`src/rtl/ata_tf_cfg.svh`:
```
`ifndef ATA_TF_CFG_SVH
`define ATA_TF_CFG_SVH

// Task-file offsets
`define OFF_DATA      4'h0
`define OFF_ERR       4'h1
`define OFF_CNT       4'h2
`define OFF_LBL       4'h3
`define OFF_LBM       4'h4
`define OFF_LBH       4'h5
`define OFF_DHEAD     4'h6
`define OFF_CMD       4'h7
`define OFF_DUP_EVEN  4'h8
`define OFF_DUP_ODD   4'h9
`define OFF_DUP_ERR   4'hd
`define OFF_ALT       4'he
`define OFF_DADDR     4'hf

// Fault cause bit positions and the bits that exist
`define ERR_BBK       7
`define ERR_UNC       6
`define ERR_SECTOR_NOT_FOUND_FLAG      4
`define ERR_COMMAND_ABORTED_FLAG      2
`define ERR_GEN       0
`define ERR_MASK      8'hd5

// Reset values
`define CNT_RST       8'h01
`define ADDR_RST      8'h00
`define FEAT_RST      8'h00

// Pin vector layout after the synchroniser
`define PIN_W         37
`define P_REG         0
`define P_CE1         1
`define P_CE2         2
`define P_OE          3
`define P_WE          4
`define P_IORD        5
`define P_IOWR        6
`define P_CS0         7
`define P_CS1         8
`define P_DMACK       9
`define P_A0          10
`define P_A10         20
`define P_D0          21

`endif

```
`src/rtl/ata_tf_pkg.sv`:
```
`include "ata_tf_cfg.svh"
package ata_tf_pkg;
   // Bus personality of the card
   typedef enum logic [1:0] {
      MODE_MEM = 2'b00, MODE_IO = 2'b01, MODE_IDE = 2'b10, MODE_OFF = 2'b11
   } mode_t;
   // Decoded access target
   typedef enum logic [3:0] {
      T_NONE = 4'h0, T_WORD = 4'h1, T_EVEN = 4'h2, T_ODD = 4'h3,
      T_SEQ = 4'h4, T_ERR = 4'h5, T_CNT = 4'h6, T_LBL = 4'h7,
      T_LBM = 4'h8, T_LBH = 4'h9, T_EXT = 4'ha
   } tgt_t;
   typedef enum logic {ST_IDLE = 1'b0, ST_BUSY = 1'b1} phase_t;
   typedef struct packed {
      tgt_t       tgt;
      logic [3:0] off;
      logic       lo;
      logic       hi;
   } dec_t;
   typedef struct packed {
      logic [`PIN_W-1:0] s1;
      logic [`PIN_W-1:0] s2;
      logic [`PIN_W-1:0] s3;
      logic [`PIN_W-1:0] pin;
      phase_t            phase;
      logic              rd;
      dec_t              dec;
      logic [15:0]       wdat;
      logic [7:0]        hold;
      logic              half;
      logic [7:0]        feat;
      logic [7:0]        cnt;
      logic [7:0]        lbl;
      logic [7:0]        lbm;
      logic [7:0]        lbh;
      logic [7:0]        err;
      logic              serr;
      logic [15:0]       dout;
      logic [15:0]       doe_n;
      logic              pop;
      logic              push;
      logic [15:0]       bufw;
      logic              fwr;
      logic              ewr;
      logic [3:0]        eoff;
      logic [7:0]        ewd;
      logic [27:0]       lba;
      logic [15:0]       cyl;
      logic [7:0]        sect;
   } state_t;
endpackage

```
`src/rtl/ata_task_file_decode.sv`:
```
// How it works
// - Memory mode: A3-A0 pick registers, A10 high gives even/odd bytes by A0.
// - IDE: CS0 picks command block by A2-A0, CS1 with 110 alt/control.
// - DMA acknowledge with both selects high moves 16-bit words.
// - IDE PIO data is a word, or low byte once byte mode is on.
// - Data port lane steering follows the two byte enables and A0.
// - Data port streams sector data to and from the internal buffer.
// - Byte access at offset 1 reaches fault cause, word at 0 data.
// - Offsets 1 and D read fault cause, writes load command option.
// - High-enable-only read at offset 0 puts fault cause on D15-D8.
// - High-enable-only write at offset 0 loads option from D15-D8.
// - Fault cause holds the reason while the status error flag is set.
// - Bit 7 set on bad block or interface CRC error.
// - Bit 6 set on uncorrectable data error.
// - Bit 4 set when the sector identifier is wrong or missing.
// - Bit 2 set when a command is aborted.
// - Bit 0 set on a general error.
// - Bits 5, 3 and 1 of fault cause always read zero.
// - Block count holds sectors to move; zero means 256.
// - Count reads zero on success, else sectors still outstanding.
// - Offset 3 holds start sector or address bits 7-0.
// - Offsets 4 and 5 hold cylinder or address bits 15-8, 23-16.
// - Address-mode flag picks 28-bit block address or cylinder/head/sector.
// - Status error flag set when a command ends in error.
`include "ata_tf_cfg.svh"
module ata_task_file_decode
   import ata_tf_pkg::*;
(
   // Clock and reset
   input  wire logic        CLK_I,
   input  wire logic        RST_I,
   // Card personality
   input  wire logic [1:0]  MODE_I,
   input  wire logic        BYTE_MODE_I,
   // Host pins
   input  wire logic        REG_N_I,
   input  wire logic        LOW_BYTE_ENABLE_N_I,
   input  wire logic        HIGH_BYTE_ENABLE_N_I,
   input  wire logic        OE_N_I,
   input  wire logic        WE_N_I,
   input  wire logic        IORD_N_I,
   input  wire logic        IOWR_N_I,
   input  wire logic        CS0_N_I,
   input  wire logic        CS1_N_I,
   input  wire logic        DMACK_N_I,
   input  wire logic [10:0] ADDR_I,
   input  wire logic [15:0] DATA_I,
   output logic [15:0]      DATA_O,
   output logic [15:0]      DATA_OE_N_O,
   // Sector buffer
   input  wire logic [15:0] BUF_RD_DATA_I,
   output logic             BUF_RD_READY_O,
   output logic [15:0]      BUF_WR_DATA_O,
   output logic             BUF_WR_VALID_O,
   // Command engine events
   input  wire logic        BAD_BLOCK_I,
   input  wire logic        CRC_ERR_I,
   input  wire logic        UNCORR_I,
   input  wire logic        ID_NOT_FOUND_I,
   input  wire logic        ABORT_I,
   input  wire logic        GENERAL_ERR_I,
   input  wire logic        SECTOR_DONE_I,
   input  wire logic        CMD_OK_I,
   // Drive/head fields
   input  wire logic        LBA_MODE_I,
   input  wire logic [3:0]  HEAD_I,
   // Registers kept outside this block
   input  wire logic [7:0]  EXT_RDATA_I,
   output logic [3:0]       EXT_OFFSET_O,
   output logic [7:0]       EXT_WDATA_O,
   output logic             EXT_WR_O,
   // Register contents
   output logic [7:0]       FEATURE_O,
   output logic             FEATURE_WR_O,
   output logic [7:0]       SECTOR_COUNT_O,
   output logic [8:0]       SECTOR_TOTAL_O,
   output logic [27:0]      LBA_O,
   output logic [15:0]      CYL_O,
   output logic [7:0]       SECT_O,
   output logic [7:0]       ERROR_O,
   output logic             STATUS_ERR_O
);

   state_t q;
   state_t d;
   logic [`PIN_W-1:0] pins;
   logic              rd;
   logic              wr;
   logic [7:0]        ev;
   logic [7:0]        b;
   dec_t              dc;

   // Byte registers selected by offset
   function automatic tgt_t reg_tgt(input logic [3:0] o);
      case (o)
         `OFF_ERR, `OFF_DUP_ERR: reg_tgt = T_ERR;
         `OFF_CNT:               reg_tgt = T_CNT;
         `OFF_LBL:               reg_tgt = T_LBL;
         `OFF_LBM:               reg_tgt = T_LBM;
         `OFF_LBH:               reg_tgt = T_LBH;
         `OFF_DHEAD, `OFF_CMD, `OFF_ALT, `OFF_DADDR: reg_tgt = T_EXT;
         default:                reg_tgt = T_NONE;
      endcase
   endfunction

   // Pin decode into target, offset and lanes
   function automatic dec_t decode(input mode_t m,
                                   input logic [`PIN_W-1:0] p,
                                   input logic bm);
      dec_t       r;
      logic [3:0] o;
      logic [2:0] a;
      logic       c1;
      logic       c2;
      r  = '{T_NONE, 4'h0, 1'b0, 1'b0};
      a  = p[`P_A0+2:`P_A0];
      c1 = !p[`P_CE1];
      c2 = !p[`P_CE2];
      o  = p[`P_A0+3:`P_A0];
      if (m == MODE_IDE) begin
         if (!p[`P_DMACK] && p[`P_CS0] && p[`P_CS1]) begin
            r = '{T_WORD, `OFF_DATA, 1'b1, 1'b1};
         end else if (p[`P_DMACK] && !p[`P_CS0] && p[`P_CS1]) begin
            r.off = {1'b0, a};
            r.lo  = 1'b1;
            if (a == 3'h0) begin
               r.tgt = bm ? T_SEQ : T_WORD;
               r.hi  = !bm;
            end else begin
               r.tgt = reg_tgt(r.off);
            end
         end else if (p[`P_DMACK] && p[`P_CS0] && !p[`P_CS1] &&
                      a == 3'b110) begin
            r = '{T_EXT, `OFF_ALT, 1'b1, 1'b0};
         end
      end else if (m != MODE_OFF && p[`P_REG] == (m == MODE_MEM)) begin
         if (m == MODE_MEM && p[`P_A10]) begin
            o = {3'b100, p[`P_A0]};
         end
         r.off = o;
         if (c1 && c2) begin
            r.lo  = 1'b1;
            r.hi  = 1'b1;
            if (o == `OFF_DATA || o == `OFF_DUP_EVEN || o == `OFF_DUP_ODD) begin
               r.tgt = T_WORD;
            end else if (o == `OFF_DUP_ERR) begin
               r.tgt = T_ERR;
               r.lo  = 1'b0;
            end else begin
               r.tgt = reg_tgt(o);
               r.hi  = 1'b0;
            end
         end else if (c1) begin
            r.lo = 1'b1;
            // byte at offset 1 is fault cause
            case (o)
               `OFF_DATA:     r.tgt = T_SEQ;
               `OFF_DUP_EVEN: r.tgt = T_EVEN;
               `OFF_DUP_ODD:  r.tgt = T_ODD;
               default:       r.tgt = reg_tgt(o);
            endcase
         end else if (c2) begin
            r.hi = 1'b1;
            if (o == `OFF_DATA) begin
               r.tgt = T_ERR;
            end else if (o == `OFF_DUP_EVEN || o == `OFF_DUP_ODD) begin
               r.tgt = T_ODD;
            end else begin
               r.tgt = o[0] ? reg_tgt(o) : T_NONE;
            end
         end
      end
      if (r.tgt == T_NONE) begin
         r.lo = 1'b0;
         r.hi = 1'b0;
      end
      decode = r;
   endfunction

   assign pins = {DATA_I, ADDR_I, DMACK_N_I, CS1_N_I, CS0_N_I, IOWR_N_I,
                  IORD_N_I, WE_N_I, OE_N_I, HIGH_BYTE_ENABLE_N_I,
                  LOW_BYTE_ENABLE_N_I, REG_N_I};

   // Strobes per mode, fault events
   always_comb begin
      if (mode_t'(MODE_I) == MODE_MEM) begin
         rd = !q.pin[`P_OE];
         wr = !q.pin[`P_WE];
      end else begin
         rd = !q.pin[`P_IORD];
         wr = !q.pin[`P_IOWR];
      end
      ev = 8'h00;
      ev[`ERR_BBK]  = BAD_BLOCK_I | CRC_ERR_I;
      ev[`ERR_UNC]  = UNCORR_I;
      ev[`ERR_SECTOR_NOT_FOUND_FLAG] = ID_NOT_FOUND_I;
      ev[`ERR_COMMAND_ABORTED_FLAG] = ABORT_I;
      ev[`ERR_GEN]  = GENERAL_ERR_I;
      dc = decode(mode_t'(MODE_I), q.pin, BYTE_MODE_I);
   end

   // Next state
   always_comb begin
      d      = q;
      d.s1   = pins;
      d.s2   = q.s1;
      d.s3   = q.s2;
      // Accept a pin change once stages two and three agree
      d.pin  = (q.s2 & ~(q.s2 ^ q.s3)) | (q.pin & (q.s2 ^ q.s3));
      d.pop  = 1'b0;
      d.push = 1'b0;
      d.fwr  = 1'b0;
      d.ewr  = 1'b0;
      b      = 8'h00;
      // Sector progress; host write below takes priority
      if (CMD_OK_I) begin
         d.cnt = 8'h00;
      end else if (SECTOR_DONE_I) begin
         // outstanding count, zero wraps from 256
         d.cnt = q.cnt - 8'h01;
      end
      case (q.phase)
         ST_IDLE: begin
            if (rd || wr) begin
               d.phase = ST_BUSY;
               d.dec   = dc;
               d.rd    = rd;
               d.wdat  = q.pin[`P_D0+15:`P_D0];
               d.eoff  = dc.off;
               if (rd) begin
                  case (dc.tgt)
                     T_WORD: begin
                        d.pop  = 1'b1;
                        d.dout = BUF_RD_DATA_I;
                     end
                     T_EVEN, T_ODD, T_SEQ: begin
                        if (dc.tgt == T_EVEN ||
                            (dc.tgt == T_SEQ && !q.half)) begin
                           d.pop  = 1'b1;
                           b      = BUF_RD_DATA_I[7:0];
                           d.hold = BUF_RD_DATA_I[15:8];
                           d.half = 1'b1;
                        end else begin
                           b      = q.hold;
                           d.half = 1'b0;
                        end
                        d.dout = {b, b};
                     end
                     T_ERR:   d.dout = {2{q.err & `ERR_MASK}};
                     T_CNT:   d.dout = {2{q.cnt}};
                     T_LBL:   d.dout = {2{q.lbl}};
                     T_LBM:   d.dout = {2{q.lbm}};
                     T_LBH:   d.dout = {2{q.lbh}};
                     T_EXT:   d.dout = {2{EXT_RDATA_I}};
                     default: d.dout = 16'h0000;
                  endcase
                  d.doe_n = {{8{!dc.hi}}, {8{!dc.lo}}};
               end
            end
         end
         ST_BUSY: begin
            if (!q.rd && wr) begin
               d.wdat = q.pin[`P_D0+15:`P_D0];
            end
            if (!(rd || wr)) begin
               d.phase = ST_IDLE;
               d.doe_n = 16'hffff;
               b       = q.dec.hi && !q.dec.lo ? q.wdat[15:8] : q.wdat[7:0];
               if (!q.rd) begin
                  case (q.dec.tgt)
                     T_WORD: begin
                        d.push = 1'b1;
                        d.bufw = q.wdat;
                     end
                     T_EVEN, T_ODD, T_SEQ: begin
                        if (q.dec.tgt == T_EVEN ||
                            (q.dec.tgt == T_SEQ && !q.half)) begin
                           d.hold = b;
                           d.half = 1'b1;
                        end else begin
                           d.push = 1'b1;
                           d.bufw = {b, q.hold};
                           d.half = 1'b0;
                        end
                     end
                     T_ERR: begin
                        d.feat = b;
                        d.fwr  = 1'b1;
                     end
                     T_CNT:   d.cnt = b;
                     T_LBL:   d.lbl = b;
                     T_LBM:   d.lbm = b;
                     T_LBH:   d.lbh = b;
                     T_EXT: begin
                        d.ewr = 1'b1;
                        d.ewd = b;
                     end
                     default: d.ewr = 1'b0;
                  endcase
                  // New command clears the previous fault
                  if (q.dec.tgt == T_EXT && q.dec.off == `OFF_CMD) begin
                     d.err  = 8'h00;
                     d.serr = 1'b0;
                  end
               end
            end
         end
         default: d.phase = ST_IDLE;
      endcase
      d.err  = (d.err | ev) & `ERR_MASK;
      d.serr = d.serr | (|ev);
      d.lba  = LBA_MODE_I ? {HEAD_I, q.lbh, q.lbm, q.lbl} : 28'h0000000;
      d.cyl  = LBA_MODE_I ? 16'h0000 : {q.lbh, q.lbm};
      d.sect = LBA_MODE_I ? 8'h00 : q.lbl;
   end

   // State register
   always_ff @(posedge CLK_I or posedge RST_I) begin
      if (RST_I) begin
         q       <= '0;
         q.s1    <= {`PIN_W{1'b1}};
         q.s2    <= {`PIN_W{1'b1}};
         q.s3    <= {`PIN_W{1'b1}};
         q.pin   <= {`PIN_W{1'b1}};
         q.phase <= ST_IDLE;
         q.doe_n <= 16'hffff;
         q.feat  <= `FEAT_RST;
         q.cnt   <= `CNT_RST;
         q.lbl   <= `ADDR_RST;
         q.lbm   <= `ADDR_RST;
         q.lbh   <= `ADDR_RST;
      end else begin
         q <= d;
      end
   end

   // Outputs
   assign DATA_O         = q.dout;
   assign DATA_OE_N_O    = q.doe_n;
   assign BUF_RD_READY_O = q.pop;
   assign BUF_WR_DATA_O  = q.bufw;
   assign BUF_WR_VALID_O = q.push;
   assign EXT_OFFSET_O   = q.eoff;
   assign EXT_WDATA_O    = q.ewd;
   assign EXT_WR_O       = q.ewr;
   assign FEATURE_O      = q.feat;
   assign FEATURE_WR_O   = q.fwr;
   assign SECTOR_COUNT_O = q.cnt;
   assign SECTOR_TOTAL_O = (q.cnt == 8'h00) ? 9'h100 : {1'b0, q.cnt};
   assign LBA_O          = q.lba;
   assign CYL_O          = q.cyl;
   assign SECT_O         = q.sect;
   assign ERROR_O        = q.err;
   assign STATUS_ERR_O   = q.serr;
endmodule // ata_task_file_decode

```
`config.mk`:
```
export PLATFORM = sky130hd
export DESIGN_NAME = ata_task_file_decode
export DESIGN_NICKNAME = d
export VERILOG_FILES = /design/src/rtl/ata_tf_pkg.sv /design/src/rtl/ata_task_file_decode.sv
export VERILOG_INCLUDE_DIRS = /design/src /design/src/rtl
export SDC_FILE = /design/constraint.sdc
export NUM_CORES = 1
export LEC_CHECK = 0
export ABC_AREA = 1
export BUFFER_PORTS_ARGS = -buffer_cell sky130_fd_sc_hd__buf_2
export CORE_MARGIN = 10
export CORE_UTILIZATION = 45
export DETAILED_ROUTE_END_ITERATION = 10
export GPL_ROUTABILITY_DRIVEN = 0
export HOLD_SLACK_MARGIN = 0.05
export PLACE_DENSITY = 0.66
export SETUP_SLACK_MARGIN = 0.3
export SYNTH_ARGS = -nofsm -noshare
export SYNTH_HDL_FRONTEND = slang
export SYNTH_SLANG_ARGS = --single-unit
```
`constraint.sdc`:
```
create_clock -name CLK_I -period 25.8 [get_ports CLK_I]
set_input_delay 0 -clock CLK_I [delete_from_list [all_inputs] [get_ports CLK_I]]
set_output_delay 0 -clock CLK_I [all_outputs]
set_load 0.005 [all_outputs]
```
==> Yosys cells after proc, flatten, opt, wreduce, memory -nomap -nowiden <==
Memories as Yosys holds them, arrays and structs flattened.
Cells that the tools add are included.
{ "word_totals": {"memories": 3, "mem_bits_ro": 192, "ff_bits": 343, "elab_cells": 222} }
{ "mem_list": {"columns": ["memory", "depth", "width", "read_ports", "rd_ports_with_merged_regs", "write_ports", "line", "source"], "rows": [
  ["(name not given)", 16, 4, 1, 0, 0, "ata_task_file_decode.sv:95", "case (o)"],
  ["(name not given)", 16, 4, 1, 0, 0, "ata_task_file_decode.sv:95", null],
  ["(name not given)", 16, 4, 1, 0, 0, "ata_task_file_decode.sv:95", null]
]} }
{ "op_classes": {"mux": 74, "eq_ne": 44, "n_reduce_logical": 58, "bitwise_logic": 11, "add_sub_neg": 1} }
{ "ops": {"columns": ["operator", "n"], "rows": [
  ["16-bit case mux with 8 select lines", 1],
  ["58-bit 2-to-1 mux", 2],
  ["8-bit 2-to-1 mux", 12],
  ["37-bit AND", 2],
  ["19-bit 2-to-1 mux", 3],
  ["17-bit 2-to-1 mux", 3],
  ["10-bit 2-to-1 mux", 5],
  ["25-bit case mux with 2 select lines", 1],
  ["16-bit 2-to-1 mux", 3],
  ["4-bit 2-to-1 mux", 12],
  ["9-bit 2-to-1 mux", 5],
  ["41-bit 2-to-1 mux", 1],
  ["37-bit 2-to-1 mux", 1],
  ["37-bit inverter", 1],
  ["37-bit OR", 1],
  ["37-bit XOR", 1],
  ["4-bit by 3-bit == test with 1-bit output (second input constant)", 9],
  ["4-bit == test (second input constant)", 9],
  ["17-bit case mux with 2 select lines", 1],
  ["16-bit case mux with 2 select lines", 1],
  ["28-bit 2-to-1 mux", 1],
  ["4-bit case mux with 6 select lines", 1],
  ["4-bit AND reduction", 5],
  ["4-bit by 2-bit == test with 1-bit output (second input constant)", 4],
  ["33 further kinds", 103]
]} }

==> Longest topological paths before layout <==
{ "logic_depth": {"ltp_word": 22, "depth_mapped": 20, "depth_no_buf": 20} }

==> Worst setup path before layout <==
No wires, ideal clock.
{ "synth_path": {"path_kind": "register to register", "start": "register with a tool-made name", "end": "register q[166] (netlist bit)", "period_less_slack_ps": 2189, "path_stages_with_launch": 17, "path_slack_ps": 23611, "arrival_ps": 2070, "cell_sequence": "dfstp_2 > clkbuf_1 > nor2_1 > nand2_1 > o21a_1 > nand2_1 > nand2_1 > nand2_1 > nand2_2 > nand2_4 > nor2_4 > nand3_4 > nand2_4 > o21ai_4 > buf_6 > nor2_1 > a21oi_2"} }
{ "synth_lines": {"columns": ["element", "line", "source"], "rows": [
  ["end: declaration", "ata_task_file_decode.sv:84", "state_t q;"]
]} }

==> metrics.md <==
| Metric | Value |
|---|---|
| Routed WL | 33.2 mm |
| PostCTS Resize Cnt | 0 |
| Tmin final | 3.26 ns |
| Worst vdd rail ir drop | 0.0000515 V |
| Final setup viols | 0 |
| Period utilization | 0.126 |
| Vias/cell | 4.85 |
| CP Data Required Time | 26.26 ns |
| Hold-critical path depth | 2 |
| Core footprint | 28,900 um^2 |
| Yosys reg bits | 305 |
| Hold crit path type | in2reg |
| Htree depth | 2 |
| Share of layout cells above drive strength 1 | 0.296 |
| Setup TNS | 0 ns |
| Sw frac | 0.309 |
| DRC errors left | 0 |
| CTS tree | built |
| Power Total | 0.00141 W |
| Ys flop type | dfrtp_1 |
| Nets | 1,593 |
| Most frequent cells in the layout | nand2_1 (220), buf_2 (219), dfrtp_1 (178), inv_1 (151), nor2_1 (143) |
| RSZ-0062 raised after global routing | no |
| Place WS | 23.12 ns |
| Grt total ovfl | 0 |
| Biggest cell delay along the critical path | 0.58 ns |
| P_leak | 7.68 nW |
| Register area share after synthesis | 0.589 |
| Max Fanout on Critical Path | 8 |
| Io pins | 229 |
| Number of CTS-inserted buffers | 34 |
| Crit path arrival time | 3.71 ns |
| CP startpoint kind | flip-flop |
| Starting Density | 0.459 |
| FF-to-FF End | DATA_O[5] |
| Worst setup margin | 22.54 ns |
| Worst setup EP type | flip-flop |
| HPWL Detailed | 24.2 mm |
| Switching power | 0.000436 W |
| Root Driver | clkbuf_16 |
| Final core utilization | 0.540 |
| Vias in the first global route | 9,503 |
| Initial antenna violation count | 0 |
| Clock power share | 0.338 |
| Max_cap viols | 0 |
| Initial DRC Count | 817 |
| WS Path Type | reg2reg |
| Dominant cells by area after synthesis | dfrtp_1 (34%), dfstp_2 (25%), buf_4 (7.7%) |
| Netlist Area Pre-Place | 13,200 um^2 |
| Fillers | 2,570 |
| Post-synth EDFFs | 0 |
| Chip width | 192 um |
| Worst Reg-to-Reg Cells | 13 |
| Synth Warn # | 0 |
| # rows | 62 |
| Final Slew Violations | 0 |
| Ys async rst share | 1.00 |
| Power density over the cells | 90.6 nW/um^2 |
| Routed wire per std cell | 17.3 um |
| FF/Latch Area | 7790 um^2 |
| N_diodes | 0 |
| Die height | 192 um |
| GR Util All Layers | 0.180 |
| Worst hold endpoint | SECT_O[2] |
| Slew headroom | 0.331 |
| Final Hold Viols | 0 |
| Commonest non-fill, non-tap cell in the layout | nand2_1 |
| Clk sinks | 305 |
| Reg2reg setup slack | 22.54 ns |
| Antenna-violating nets left | 0 |
| Slowest-stage cell, CP | dfstp_2 |
| Multi-input logic area | 3650 um^2 |
| Clk slew on worst S/H paths | 0.06 ns |
| CTS Hold Bufs | 78 |
| Worst-Skew Late Latency | 0.51 ns |
| I/O Buffers | 219 |
| Cell taking the most area after synthesis | dfrtp_1 |
| Combinational Power Share | 0.221 |
| Clk buf depth | 3 |
| Crit-path cells | nand2_1, nor2_1, inv_1, nor2_1, a21oi_1, o21ai_2, nand4_1, o21ai_0, nor2_1, nand3_1, dlygate4sd3_1, nand2_1, nand2_1 |
| Clock Skew | 0.0255 ns |
| P&R area growth vs syn | 17.7% |
| Via count | 9,310 |
| Power Internal | 0.000976 W |
| Synth Instances | 1,345 |
| Flop pwr share | 0.441 |
| Die ar. | 36,700 um^2 |
| Top-area cell type share of the netlist area | 0.337 |
| Postcts setup bufs | 0 |
| TritonRoute pass-1 iters | 5 |
| Largest net degree at the start of global routing | 110 |
| First-pass GRT wire length | 52.0 mm |
| Maximum clock rate | 307 MHz |
| Min-delay src | LBA_MODE_I |
| Status | finished clean |
| Syn Area/Cell | 9.84 um^2 |
| Synth cell types | 53 |
| Worst-margin pin slew | 0.996 ns |
stage by stage:
stage / hold slack (ns) / instance area (um^2) / cells
CTS: 0.0792 / 15600 / 1919
global route: 0.127 / 15600 / 1919
finish: 0.0931 / 15600 / 1919
detailed placement: 0.106 / 13700 / 1782
floorplan: 0.00448 / 13200 / 1347
global placement: 0.105 / 13700 / 1782
area by class of cell:
| class | instances | area share |
|---|---|---|
| sequential | 305 | 0.500 |
| multi-input combinational | 706 | 0.234 |
| timing repair buffer | 303 | 0.123 |
| clock buffer | 48 | 0.0626 |
| inverter | 162 | 0.0398 |
| tap | 384 | 0.0308 |
| clock inverter | 11 | 0.00907 |
synthesized netlist by cell type, types with 4 or more instances:
| master | instances |
|---|---|
| nand2_2 | 4 |
| o22ai_1 | 11 |
| nor2_1 | 143 |
| inv_1 | 152 |
| dfrtp_1 | 178 |
| dfstp_2 | 127 |
| nand4_1 | 4 |
| buf_1 | 4 |
| buf_2 | 4 |
| o21ai_0 | 92 |
| nand2_4 | 8 |
| a21oi_1 | 58 |
| o21a_1 | 10 |
| inv_2 | 7 |
| maj3_1 | 31 |
| nand3_1 | 62 |
| clkbuf_1 | 27 |
| nand3_2 | 8 |
| nand2_1 | 220 |
| buf_4 | 136 |
| nor2_4 | 5 |
| o211ai_1 | 5 |
power by group through the flow:
stage | Combinational (W) | Clock, W | Sequential [W]
2_1_floorplan | 0.000231 | 0 | 0.000610
3_3_place_gp | 0.000293 | 0 | 0.000625
3_5_place_dp | 0.000298 | 0 | 0.000628
4_1_cts | 0.000314 | 0.000491 | 0.000622
5_1_grt | 0.000348 | 0.000514 | 0.000631
6_report | 0.000312 | 0.000478 | 0.000622
worst max-delay path: cells and delay by family, from the launching register on:
kind / cells / cell delay [ns]
flip-flops: 1 / 0.58
AO/OA/AOI/OAI: 3 / 0.79
buffers and inverters: 2 / 0.65
AND/OR/NAND/NOR: 8 / 1.20
kinds of logic after synthesis:
kind of cell               count (synthesis)  synth area share
adders and majority gates                 33            0.0253
xor gates and xnor gates                   1          0.000662
DFF                                      305             0.589
other                                      1          0.000283
and+or+nand+nor                          470             0.162
muxes                                      2           0.00151
AOI/OAI and AO/OA                        197            0.0849
buffers and inverters                    336             0.136
layer usage:
layer,global-route usage,share of wire
met5,0,0
met3,0.0459,0.081
met1,0.226,0.41
met2,0.285,0.46
met4,0.0841,0.040
worst max path at each step:
stage               startpoint  cells after the start        endpoint
floorplan                RST_I                      1  BUF_RD_READY_O
global placement     flip-flop                     12       DATA_O[6]
detailed placement   flip-flop                      7    FEATURE_O[2]
CTS                  flip-flop                     13       DATA_O[5]
global route         flip-flop                     16       DATA_O[6]
finish               flip-flop                     13       DATA_O[5]
(Power assumes the default switching activity.)
